File: src/rtl/cmb_pkg.sv
// shared constants and types for the can message buffer engine
package cmb_pkg;
	// buffer geometry: eight buffers of eight 16-bit words
	localparam int unsigned NUM_BUF = 8;
	localparam int unsigned BUF_IDX_W = 3;
	localparam int unsigned WORDS_PER_BUF = 8;
	localparam int unsigned WORD_IDX_W = 3;
	localparam int unsigned WORD_W = 16;
	localparam int unsigned RAM_DEPTH = 64;
	localparam int unsigned RAM_ADDR_W = 6;
	localparam int unsigned BYTE_ADDR_W = 7;
	localparam logic [3:0] FETCH_LAST = 4'h8;

	// word indices inside one buffer; byte offset is twice the index
	localparam logic [2:0] W_STD_ID = 3'h0;
	localparam logic [2:0] W_EXT_HI = 3'h1;
	localparam logic [2:0] W_EXT_LO_LEN = 3'h2;
	localparam logic [2:0] W_PAY_01 = 3'h3;
	localparam logic [2:0] W_PAY_23 = 3'h4;
	localparam logic [2:0] W_PAY_45 = 3'h5;
	localparam logic [2:0] W_PAY_67 = 3'h6;
	localparam logic [2:0] W_FILTER = 3'h7;

	// field positions
	localparam int unsigned STD_ID_LSB = 2;
	localparam int unsigned STD_ID_MSB = 12;
	localparam int unsigned SUB_REMOTE_BIT = 1;
	localparam int unsigned EXT_FMT_BIT = 0;
	localparam int unsigned EXT_HI_MSB = 11;
	localparam int unsigned EXT_LO_LSB = 10;
	localparam int unsigned REMOTE_BIT = 9;
	localparam int unsigned RSV_HIGH_BIT = 8;
	localparam int unsigned RSV_LOW_BIT = 4;
	localparam int unsigned DLC_MSB = 3;
	localparam int unsigned FILT_LSB = 8;
	localparam int unsigned FILT_MSB = 12;

	// implemented-bit masks; everything outside reads back as zero
	localparam logic [15:0] MASK_STD_ID = 16'h1fff;
	localparam logic [15:0] MASK_EXT_HI = 16'h0fff;
	localparam logic [15:0] MASK_EXT_LO_LEN = 16'hff1f;
	localparam logic [15:0] MASK_PAYLOAD = 16'hffff;
	localparam logic [15:0] MASK_FILTER = 16'h1f00;
	localparam logic [15:0] RESET_WORD = 16'h0000;

	// engine states
	typedef enum logic [1:0] {
		ST_IDLE = 2'b00,
		ST_RX_STORE = 2'b01,
		ST_TX_FETCH = 2'b10,
		ST_TX_SEND = 2'b11
	} cmb_state_t;

	// mask of implemented bits for a word index
	function automatic logic [15:0] word_mask(input logic [2:0] widx);
		logic [15:0] m;
		m = MASK_PAYLOAD;
		case (widx)
			W_STD_ID: m = MASK_STD_ID;
			W_EXT_HI: m = MASK_EXT_HI;
			W_EXT_LO_LEN: m = MASK_EXT_LO_LEN;
			W_FILTER: m = MASK_FILTER;
			default: m = MASK_PAYLOAD;
		endcase
		return m;
	endfunction
endpackage

File: src/rtl/cmb_msg_ram.sv
// dual-port message ram holding all buffers, registered read data on both ports
module cmb_msg_ram (
	input wire logic sys_clk,
	input wire logic rstn,
	input wire logic a_en,
	input wire logic a_we,
	input wire logic [5:0] a_addr,
	input wire logic [15:0] a_wdata,
	output logic [15:0] a_rdata,
	input wire logic b_en,
	input wire logic b_we,
	input wire logic [5:0] b_addr,
	input wire logic [15:0] b_wdata,
	output logic [15:0] b_rdata
);
	// storage; contents are undefined after reset like ordinary ram
	logic [15:0] mem [0:cmb_pkg::RAM_DEPTH-1];

	// writes; on a same-address clash the controller port lands last and wins
	always_ff @(posedge sys_clk) begin
		if (a_en && a_we) begin
			mem[a_addr] <= a_wdata;
		end
		if (b_en && b_we) begin
			mem[b_addr] <= b_wdata;
		end
	end

	// read data registers, one cycle after the enable
	always_ff @(posedge sys_clk) begin
		if (!rstn) begin
			a_rdata <= cmb_pkg::RESET_WORD;
			b_rdata <= cmb_pkg::RESET_WORD;
		end else begin
			if (a_en) begin
				a_rdata <= mem[a_addr];
			end
			if (b_en) begin
				b_rdata <= mem[b_addr];
			end
		end
	end
endmodule

File: src/rtl/cmb_engine.sv
// can message buffer engine: shared message ram, receive store and transmit fetch

// Operation
// - buffer ram is reachable from the dma port
// - word 0: standard id bits 12-2, top zero
// - word 0 bit 1 remote for standard frames
// - word 0 bit 0 selects extended format
// - word 1: extended id 17-6, top zero
// - word 2 bits 15-10: extended id 5-0
// - word 2 bit 9 remote, extended only
// - word 2: length code 3-0, 7-5 unimplemented
// - words 3-6 carry payload, even byte low
// - word 7 bits 12-8 hold matching filter
// - filter field written only for receive buffers
// - setting send request clears outcome flags
// - report aborted, arbitration lost, bus error
// - request self-clears on success; clear aborts
module cmb_engine (
	input wire logic sys_clk,
	input wire logic rstn,
	// dma / cpu port into message ram, byte addressed
	input wire logic dma_en,
	input wire logic dma_we,
	input wire logic [6:0] dma_addr,
	input wire logic [15:0] dma_wdata,
	output logic [15:0] dma_rdata,
	// received frame from the protocol engine
	input wire logic rx_valid,
	output logic rx_ready,
	input wire logic [2:0] rx_buf,
	input wire logic [10:0] rx_std_id,
	input wire logic rx_ext,
	input wire logic rx_remote,
	input wire logic [17:0] rx_ext_id,
	input wire logic [3:0] rx_dlc,
	input wire logic [63:0] rx_data,
	input wire logic [4:0] rx_filter,
	// software send request control
	input wire logic tx_req_set,
	input wire logic tx_req_clr,
	input wire logic [2:0] tx_req_idx,
	output logic [7:0] send_request,
	output logic [7:0] send_aborted_flag,
	output logic [7:0] arbitration_lost_flag,
	output logic [7:0] send_bus_error_flag,
	// frame handed to the protocol engine
	output logic tx_frame_valid,
	output logic tx_abort_req,
	output logic [2:0] tx_buf,
	output logic [10:0] tx_std_id,
	output logic extended_format_flag,
	output logic tx_remote,
	output logic [17:0] tx_ext_id,
	output logic [3:0] tx_dlc,
	output logic [63:0] tx_data,
	input wire logic tx_done_ok,
	input wire logic tx_lost_arb,
	input wire logic tx_bus_err,
	input wire logic tx_aborted
);
	cmb_pkg::cmb_state_t state_ff; // engine state
	cmb_pkg::cmb_state_t nxt_state;
	logic [3:0] cnt_ff; // word counter for store and fetch
	logic [2:0] cur_ff; // buffer being stored or sent
	logic abort_pend_ff; // software cleared the request in flight
	logic rd_vld_ff; // controller read data arrives this cycle
	logic [2:0] rd_word_ff; // word index of that read data
	logic [15:0] tx_w_ff [0:7]; // fetched transmit buffer image
	logic [15:0] rx_w_ff [0:7]; // receive buffer image awaiting store
	logic ctl_en; // controller ram port
	logic ctl_we;
	logic [5:0] ctl_addr;
	logic [15:0] ctl_wdata;
	logic [15:0] ctl_rdata;
	logic [15:0] dma_wmasked; // dma write with unimplemented bits forced low
	logic [2:0] dma_word; // word index inside a buffer
	logic [2:0] tx_sel; // lowest pending buffer
	logic tx_any; // some buffer requests sending
	logic fetch_done;
	logic evt_ok, evt_arb, evt_err, evt_abt; // outcome events for cur_ff

	// byte offset 2n selects word n; bit 0 of the byte address is dropped
	assign dma_word = dma_addr[3:1];
	// unimplemented bits are never stored, so they always read zero
	assign dma_wmasked = dma_wdata & cmb_pkg::word_mask(dma_word);

	// shared ram: dma port on a, controller on b
	cmb_msg_ram u_ram (
		.sys_clk(sys_clk),
		.rstn(rstn),
		.a_en(dma_en),
		.a_we(dma_we),
		.a_addr(dma_addr[6:1]),
		.a_wdata(dma_wmasked),
		.a_rdata(dma_rdata),
		.b_en(ctl_en),
		.b_we(ctl_we),
		.b_addr(ctl_addr),
		.b_wdata(ctl_wdata),
		.b_rdata(ctl_rdata)
	);

	// lowest-numbered pending buffer goes first
	always_comb begin
		tx_sel = 3'h0;
		tx_any = 1'b0;
		for (int i = cmb_pkg::NUM_BUF - 1; i >= 0; i--) begin
			if (send_request[i]) begin
				tx_sel = 3'(i);
				tx_any = 1'b1;
			end
		end
	end

	// handshakes and outcome events
	assign rx_ready = (state_ff == cmb_pkg::ST_IDLE);
	assign fetch_done = (state_ff == cmb_pkg::ST_TX_FETCH) && (cnt_ff == cmb_pkg::FETCH_LAST);
	assign tx_frame_valid = (state_ff == cmb_pkg::ST_TX_SEND);
	assign tx_abort_req = tx_frame_valid && abort_pend_ff;
	assign evt_ok = tx_frame_valid && tx_done_ok;
	assign evt_arb = tx_frame_valid && tx_lost_arb;
	assign evt_err = tx_frame_valid && tx_bus_err;
	// an abort raised while still fetching ends the attempt before it reaches the bus
	assign evt_abt = (tx_frame_valid && tx_aborted) || (fetch_done && abort_pend_ff);

	// controller port: store words while receiving, read words while fetching
	always_comb begin
		ctl_en = 1'b0;
		ctl_we = 1'b0;
		ctl_addr = {cur_ff, cnt_ff[2:0]};
		ctl_wdata = rx_w_ff[cnt_ff[2:0]];
		if (state_ff == cmb_pkg::ST_RX_STORE) begin
			ctl_en = 1'b1;
			ctl_we = 1'b1;
		end else if (state_ff == cmb_pkg::ST_TX_FETCH && !cnt_ff[3]) begin
			ctl_en = 1'b1;
		end
	end

	// next state; a waiting receive beats a transmit because the sender will not wait
	always_comb begin
		nxt_state = state_ff;
		case (state_ff)
			cmb_pkg::ST_IDLE: begin
				if (rx_valid) begin
					nxt_state = cmb_pkg::ST_RX_STORE;
				end else if (tx_any) begin
					nxt_state = cmb_pkg::ST_TX_FETCH;
				end
			end
			cmb_pkg::ST_RX_STORE: begin
				if (cnt_ff[2:0] == 3'h7) begin
					nxt_state = cmb_pkg::ST_IDLE;
				end
			end
			cmb_pkg::ST_TX_FETCH: begin
				if (fetch_done) begin
					nxt_state = abort_pend_ff ? cmb_pkg::ST_IDLE : cmb_pkg::ST_TX_SEND;
				end
			end
			cmb_pkg::ST_TX_SEND: begin
				// lost arbitration or bus error leave the request up for a retry
				if (evt_ok || evt_arb || evt_err || evt_abt) begin
					nxt_state = cmb_pkg::ST_IDLE;
				end
			end
			default: nxt_state = cmb_pkg::ST_IDLE;
		endcase
	end

	// state, counter and selected buffer
	always_ff @(posedge sys_clk) begin
		if (!rstn) begin
			state_ff <= cmb_pkg::ST_IDLE;
			cnt_ff <= 4'h0;
			cur_ff <= 3'h0;
		end else begin
			state_ff <= nxt_state;
			if (state_ff == cmb_pkg::ST_IDLE) begin
				cnt_ff <= 4'h0;
				cur_ff <= rx_valid ? rx_buf : tx_sel;
			end else if (state_ff != cmb_pkg::ST_TX_SEND && !fetch_done) begin
				cnt_ff <= cnt_ff + 4'h1;
			end
		end
	end

	// abort request for the buffer in flight, dropped when the engine goes idle
	always_ff @(posedge sys_clk) begin
		if (!rstn) begin
			abort_pend_ff <= 1'b0;
		end else if (nxt_state == cmb_pkg::ST_IDLE) begin
			abort_pend_ff <= 1'b0;
		end else if (tx_req_clr && tx_req_idx == cur_ff && send_request[cur_ff]
			&& (state_ff == cmb_pkg::ST_TX_FETCH || state_ff == cmb_pkg::ST_TX_SEND)) begin
			abort_pend_ff <= 1'b1;
		end
	end

	// receive image is built at acceptance so the store is a plain word walk
	always_ff @(posedge sys_clk) begin
		if (!rstn) begin
			for (int k = 0; k < cmb_pkg::WORDS_PER_BUF; k++) begin
				rx_w_ff[k] <= cmb_pkg::RESET_WORD;
			end
		end else if (rx_valid && rx_ready) begin
			// extended frames carry a recessive substitute bit, standard ones the remote bit
			rx_w_ff[cmb_pkg::W_STD_ID] <= {3'h0, rx_std_id, rx_ext | rx_remote, rx_ext};
			rx_w_ff[cmb_pkg::W_EXT_HI] <= {4'h0, rx_ext_id[17:6]};
			// reserved bits stored as zero, remote bit only meaningful when extended
			rx_w_ff[cmb_pkg::W_EXT_LO_LEN] <= {rx_ext_id[5:0], rx_ext & rx_remote, 1'b0,
				3'h0, 1'b0, rx_dlc};
			rx_w_ff[cmb_pkg::W_PAY_01] <= rx_data[15:0];
			rx_w_ff[cmb_pkg::W_PAY_23] <= rx_data[31:16];
			rx_w_ff[cmb_pkg::W_PAY_45] <= rx_data[47:32];
			rx_w_ff[cmb_pkg::W_PAY_67] <= rx_data[63:48];
			rx_w_ff[cmb_pkg::W_FILTER] <= {3'h0, rx_filter, 8'h00};
		end
	end

	// fetch pipeline: ram answers one cycle after the read
	always_ff @(posedge sys_clk) begin
		if (!rstn) begin
			rd_vld_ff <= 1'b0;
			rd_word_ff <= 3'h0;
		end else begin
			rd_vld_ff <= (state_ff == cmb_pkg::ST_TX_FETCH) && !cnt_ff[3];
			rd_word_ff <= cnt_ff[2:0];
		end
	end

	// transmit image capture
	always_ff @(posedge sys_clk) begin
		if (!rstn) begin
			for (int k = 0; k < cmb_pkg::WORDS_PER_BUF; k++) begin
				tx_w_ff[k] <= cmb_pkg::RESET_WORD;
			end
		end else if (rd_vld_ff) begin
			tx_w_ff[rd_word_ff] <= ctl_rdata;
		end
	end

	// frame fields decoded from the captured words; word 7 is never consulted
	assign tx_buf = cur_ff;
	assign tx_std_id = tx_w_ff[cmb_pkg::W_STD_ID][cmb_pkg::STD_ID_MSB:cmb_pkg::STD_ID_LSB];
	assign extended_format_flag = tx_w_ff[cmb_pkg::W_STD_ID][cmb_pkg::EXT_FMT_BIT];
	// remote bit source depends on the format; the other one is ignored
	assign tx_remote = extended_format_flag ?
		tx_w_ff[cmb_pkg::W_EXT_LO_LEN][cmb_pkg::REMOTE_BIT] :
		tx_w_ff[cmb_pkg::W_STD_ID][cmb_pkg::SUB_REMOTE_BIT];
	assign tx_ext_id = {tx_w_ff[cmb_pkg::W_EXT_HI][cmb_pkg::EXT_HI_MSB:0],
		tx_w_ff[cmb_pkg::W_EXT_LO_LEN][15:cmb_pkg::EXT_LO_LSB]};
	assign tx_dlc = tx_w_ff[cmb_pkg::W_EXT_LO_LEN][cmb_pkg::DLC_MSB:0];
	assign tx_data = {tx_w_ff[cmb_pkg::W_PAY_67], tx_w_ff[cmb_pkg::W_PAY_45],
		tx_w_ff[cmb_pkg::W_PAY_23], tx_w_ff[cmb_pkg::W_PAY_01]};

	// per-buffer request and outcome flags; an outcome beats a same-cycle request set in the outcome flags, but the set wins in the request
	for (genvar i = 0; i < cmb_pkg::NUM_BUF; i++) begin : g_buf
		logic hit; // this buffer is the one in the engine
		logic sw_set;
		logic sw_clr;
		logic busy; // fetching or on the bus
		assign hit = (cur_ff == 3'(i));
		assign sw_set = tx_req_set && (tx_req_idx == 3'(i));
		assign sw_clr = tx_req_clr && (tx_req_idx == 3'(i));
		assign busy = hit && (state_ff == cmb_pkg::ST_TX_FETCH || state_ff == cmb_pkg::ST_TX_SEND);

		// send request
		always_ff @(posedge sys_clk) begin
			if (!rstn) begin
				send_request[i] <= 1'b0;
			end else if (sw_set) begin
				send_request[i] <= 1'b1;
			end else if (sw_clr || (hit && (evt_ok || evt_abt))) begin
				send_request[i] <= 1'b0;
			end
		end

		// outcome flags
		always_ff @(posedge sys_clk) begin
			if (!rstn) begin
				send_aborted_flag[i] <= 1'b0;
				arbitration_lost_flag[i] <= 1'b0;
				send_bus_error_flag[i] <= 1'b0;
			end else begin
				// an idle request cleared by software is aborted at once
				if ((sw_clr && !sw_set && send_request[i] && !busy) || (hit && evt_abt)) begin
					send_aborted_flag[i] <= 1'b1;
				end else if (sw_set) begin
					send_aborted_flag[i] <= 1'b0;
				end
				if (hit && evt_arb) begin
					arbitration_lost_flag[i] <= 1'b1;
				end else if (sw_set) begin
					arbitration_lost_flag[i] <= 1'b0;
				end
				if (hit && evt_err) begin
					send_bus_error_flag[i] <= 1'b1;
				end else if (sw_set) begin
					send_bus_error_flag[i] <= 1'b0;
				end
			end
		end
	end

	// checks
	chk_rx_store_walk: assert property (@(posedge sys_clk) disable iff (!rstn)
		(rx_valid && rx_ready) |=> ctl_we [*8] ##1 rx_ready)
		else $error("receive store is not eight consecutive words");
	chk_word0_top_zero: assert property (@(posedge sys_clk) disable iff (!rstn)
		(ctl_we && ctl_addr[2:0] == cmb_pkg::W_STD_ID) |-> ctl_wdata[15:13] == 3'h0)
		else $error("word 0 unimplemented bits written nonzero");
	chk_word1_top_zero: assert property (@(posedge sys_clk) disable iff (!rstn)
		(ctl_we && ctl_addr[2:0] == cmb_pkg::W_EXT_HI) |-> ctl_wdata[15:12] == 4'h0)
		else $error("word 1 unimplemented bits written nonzero");
	chk_word2_gaps: assert property (@(posedge sys_clk) disable iff (!rstn)
		(ctl_we && ctl_addr[2:0] == cmb_pkg::W_EXT_LO_LEN) |-> ctl_wdata[8:4] == 5'h00)
		else $error("word 2 reserved or unimplemented bits nonzero");
	chk_filter_code: assert property (@(posedge sys_clk) disable iff (!rstn)
		(rx_valid && rx_ready) |-> ##8 (ctl_we && ctl_addr[2:0] == cmb_pkg::W_FILTER
		&& ctl_wdata == {3'h0, $past(rx_filter, 8), 8'h00}))
		else $error("filter code not stored in word 7");
	chk_set_clears: assert property (@(posedge sys_clk) disable iff (!rstn)
		(tx_req_set && !evt_abt && !evt_arb && !evt_err) |=>
		!send_aborted_flag[$past(tx_req_idx)] && !arbitration_lost_flag[$past(tx_req_idx)]
		&& !send_bus_error_flag[$past(tx_req_idx)])
		else $error("outcome flags survive a new request");
	chk_arb_flag: assert property (@(posedge sys_clk) disable iff (!rstn)
		evt_arb |=> arbitration_lost_flag[$past(cur_ff)] && rx_ready)
		else $error("lost arbitration not reported");
	chk_ok_clears_req: assert property (@(posedge sys_clk) disable iff (!rstn)
		(evt_ok && !(tx_req_set && tx_req_idx == cur_ff)) |=> !send_request[$past(cur_ff)])
		else $error("request not cleared after success");
	chk_fetch_time: assert property (@(posedge sys_clk) disable iff (!rstn)
		$rose(state_ff == cmb_pkg::ST_TX_FETCH) |-> ##8 fetch_done)
		else $error("fetch did not finish in nine cycles");
	cov_rx_store: cover property (@(posedge sys_clk) disable iff (!rstn)
		rx_valid && rx_ready && rx_ext);
	cov_tx_ok: cover property (@(posedge sys_clk) disable iff (!rstn) evt_ok);
	cov_tx_abort: cover property (@(posedge sys_clk) disable iff (!rstn) tx_abort_req ##1 evt_abt);
endmodule

File: config.mk
export PLATFORM = sky130hd
export DESIGN_NAME = cmb_engine
export DESIGN_NICKNAME = d
export VERILOG_FILES = /design/src/rtl/cmb_pkg.sv /design/src/rtl/cmb_msg_ram.sv /design/src/rtl/cmb_engine.sv
export SDC_FILE = /design/constraint.sdc
export NUM_CORES = 2
export LEC_CHECK = 0
export ABC_AREA = 1
export BUFFER_PORTS_ARGS = -buffer_cell sky130_fd_sc_hd__buf_2
export CAP_MARGIN = 20
export CELL_PAD_IN_SITES_DETAIL_PLACEMENT = 0
export CELL_PAD_IN_SITES_GLOBAL_PLACEMENT = 1
export CORE_MARGIN = 5
export CORE_UTILIZATION = 34
export DETAILED_ROUTE_END_ITERATION = 7
export PLACE_DENSITY_LB_ADDON = 0.12
export SETUP_SLACK_MARGIN = 0.05
export SYNTH_ARGS = -nofsm -noshare
export SYNTH_HDL_FRONTEND = slang
export SYNTH_SLANG_ARGS = --single-unit
export TNS_END_PERCENT = 20
File: constraint.sdc
create_clock -name sys_clk -period 5.15 [get_ports sys_clk]
set_input_delay 0.7725 -clock sys_clk [delete_from_list [all_inputs] [get_ports sys_clk]]
set_output_delay 0.7725 -clock sys_clk [all_outputs]
set_load 0.005 [all_outputs]
==> impl_metrics.yaml <==
synth:
  synthDistinctLibCells: 35
  synth_ff_type: "edfxtp_1"
  synth_fp_nets: 9387
  yosys_register_bits: 1310
  yosysMostFrequentCell: "nand2_1"
  yosys_warnings: 0
  netlist_area_sq_mm: 0.0735
  syn_avg_cell_area_sq_um: 7.96
  synth_enable_flop_cells: 1229
  ys_seq_area_share_pct: 52.4
  yosysTopAreaCellShare_pct: 50.2
  netlist_top_cells_area: "edfxtp_1 (50%), nand2_1 (13%), o21ai_0 (11%)"
  yosys.area.top_type: "edfxtp_1"
  syn_inst: 9240
  synth_common_cells: "nand2_1 (2,540), o21ai_0 (1,548), edfxtp_1 (1,229)"
  async_flop_share_pct: 0
cts:
  cts_tree: "yes"
  cts_buffers: 161
  insertion_delay_ns: 0.85
  htree_levels: 4
  clkSlewWorstSetupHoldPaths_ns: 0.06
  clock_sinks: 1310
  ctsHoldBuffers: 0
  cts_buffer_depth: 3
  postCtsSetupRepairBufs: 0
  cts.repair.resized: 0
  cts_root_buffer: "clkbuf_16"
floorplanning:
  initial_utilization_pct: 34.2
  die_w_microns: 475
  die_h_microns: 475
  core_area_sq_mm: 0.215
  ioPinCount: 297
  rows: 170
  dieArea_sq_mm: 0.226
pwr:
  p_leak_nw: 34.2
  irDropWorstVdd_mv: 0.381
  swShare_pct: 29.8
  p_clk_share_pct: 40.9
  seqPwrFrac_pct: 43.8
  comb_power_share_pct: 15.3
  p_switching_mw: 8.14
  internal_power_mw: 19.2
  power.density_mw_per_mm2: 326
sta:
  fin_crit_ns: 4.44
  worstMarginPinSlew_ns: 1.25
  finalSetupViolCount: 0
  rsz0062_at_grt: "false"
  clock_skew_ns: 0.0584
  fin_setup_tns_ns: 0
  timing.fmax_ghz: 0.225
  hold_viol_final: 0
  finalCritPeriodShare_pct: 86.2
  fin_hold_ws_ns: 0.174
  maxSlewViolCount: 0
  relSlewSlack_pct: 16.1
detailed_routing:
  drtIter0Drc: 7936
  first_pass_iters: 6
  drt_wl_total_microns: 333000
  drc: 0
  ant_nets: 0
  vias_per_cell: 5.46
  route.vias.total: 66400
  drt-wirelength-per-cell_microns: 27.4
global_routing:
  grt_max_degree: 204
  antenna_found_initial: 15
  grt_pass1_vias: 61100
  gr-total-overflow: 0
  grt_pass1_wl_microns: 461000
  grt_usage_pct: 28.7
hold_path:
  hold_path_class: "in2reg"
setup_path:
  crit_path_start_kind: "register"
  cp.required_ns: 5.66
  crit_slowest_cell: "nor2_1"
  cp.buffers_inverters: 5
  worstPathArrival_ns: 4.94
  worstSetupPathType: "reg2reg"
  cp_top_family: "simple AND/OR/NAND/NOR gates"
  cp_max_fo: 16
  crit_chain: "nor2_2 > inv_1 > nor2_1 > inv_1 > nor2_1 > inv_1 > nor2_1 > inv_1 > o21ai_2 > buf_4"
  crit_top_cell: "inv_1"
  slowest_delay_ns: 0.95
  cp-end-kind: "register"
finish:
  drive_above_1_share_pct: 10.5
  register_area_sq_mm: 0.0385
  finish.instance_area_sq_mm: 0.0838
  nNetsFinal: 9342
  fill_cells: 21800
  area_growth_syn_to_layout_pct: 14.0
  multi_input_area_sq_mm: 0.0290
status:
  status: "complete, no violations"
place:
  placed_area_sq_mm: 0.0786
  dpl.hpwl_microns: 208000
  gp_congestion: 0.913
  port_buffers: 295
run:
  max_cap_violations: 0
final cells by class:
| class | instances | area share, % |
|---|---|---|
| well taps | 2838 | 4.24 |
| diodes | 7 | 0.0209 |
| clock inverters | 74 | 0.882 |
| inverters | 880 | 3.97 |
| flip-flops and latches | 1310 | 46.0 |
| repair buffers | 603 | 5.17 |
| clock buffers | 212 | 5.15 |
| multi-input cells | 6239 | 34.6 |
worst reg2reg max path, cell delays in order, from the launching register on:
cell and delay [ns]:
dfxtp_1 0.48, nor2_2 0.46, inv_1 0.27, nor2_1 0.14, inv_1 0.09, nor2_1 0.95, inv_1 0.66, nor2_1 0.22
inv_1 0.31, o21ai_2 0.14, buf_4 0.37
placed cells by master, fill, tap and decap left out, types with 80 or more instances in the layout:
master and n:
nor2_1 864, o211ai_1 493, clkbuf_16 163, buf_4 271, o21ai_0 1487, nand3_1 314, nand2_1 2530, edfxtp_1 1229
o21ai_1 144, buf_2 290, a21oi_1 153, dfxtp_1 80, inv_1 848
stage by stage:
step                total power [mW]  util (%)  worst slack, ns  std cells
global route                    28.2      39.0            0.675      12200
detailed placement              16.3      36.6            0.739      11900
floorplan                       14.3         -             1.11       9240
global placement                16.3      36.6            0.842      11900
finish                          27.3      39.0            0.712      12200
CTS                             27.5      38.9            0.921      12100
worst paths after layout:
path | start | endpoint | slack (ns) | cells past startpoint
max | state_ff[1]$_SDFF_PN0_ | u_ram.mem[49][6]$_DFFE_PP_ | 0.71 | 10
min | rx_data[55] | rx_w_ff[6][7]$_SDFFCE_PN0P_ | 0.17 | 3
max reg2reg | state_ff[1]$_SDFF_PN0_ | u_ram.mem[49][6]$_DFFE_PP_ | 0.71 | 10
min reg2reg | arbitration_lost_flag[1]$_SDFFE_PN0P_ | arbitration_lost_flag[1]$_SDFFE_PN0P_ | 0.46 | 2
metal layers:
metal  wire (microns)  track usage [%]  part of all wire [%]  vias up
met5               13                0                0.0039        -
met4            17300             13.4                   5.2        2
met3            28800             5.28                   8.6      555
met2           148000             44.4                    44     3080
met1           139000             38.8                    42    31900
li1                 -                -                     -    30900
flip-flops by register name, indices dropped and copies added (netlist names), named ones only:
name / cells
cnt_ff: 4
tx_w_ff: 100
u_ram.a_rdata: 16
u_ram.mem: 1024
send_aborted_flag: 8
state_ff: 2
rd_vld_ff: 1
rx_w_ff: 105
u_ram.b_rdata: 16
send_request: 8
rd_word_ff: 3
send_bus_error_flag: 8
abort_pend_ff: 1
tx_buf: 3
arbitration_lost_flag: 8
kinds of logic after synthesis:
group           count (synthesis)  synth area share, %
mux                             1               0.0153
simple gates                 3829                 20.4
flops                        1310                 52.4
fa+ha+maj                       3               0.0511
compound gates               2406                 18.3
buf+inv                      1691                 8.88
power by group through the flow:
stage	Sequential [mW]	Combinational (mW)	Clock (mW)
after global placement	12.2	4.09	0
after global routing	12.0	4.46	11.8
after CTS	12.0	4.14	11.4
after detailed placement	12.2	4.13	0
after floorplan	12.2	2.16	0
final	12.0	4.19	11.2
Note: power is estimated with default switching activity, not from simulation.
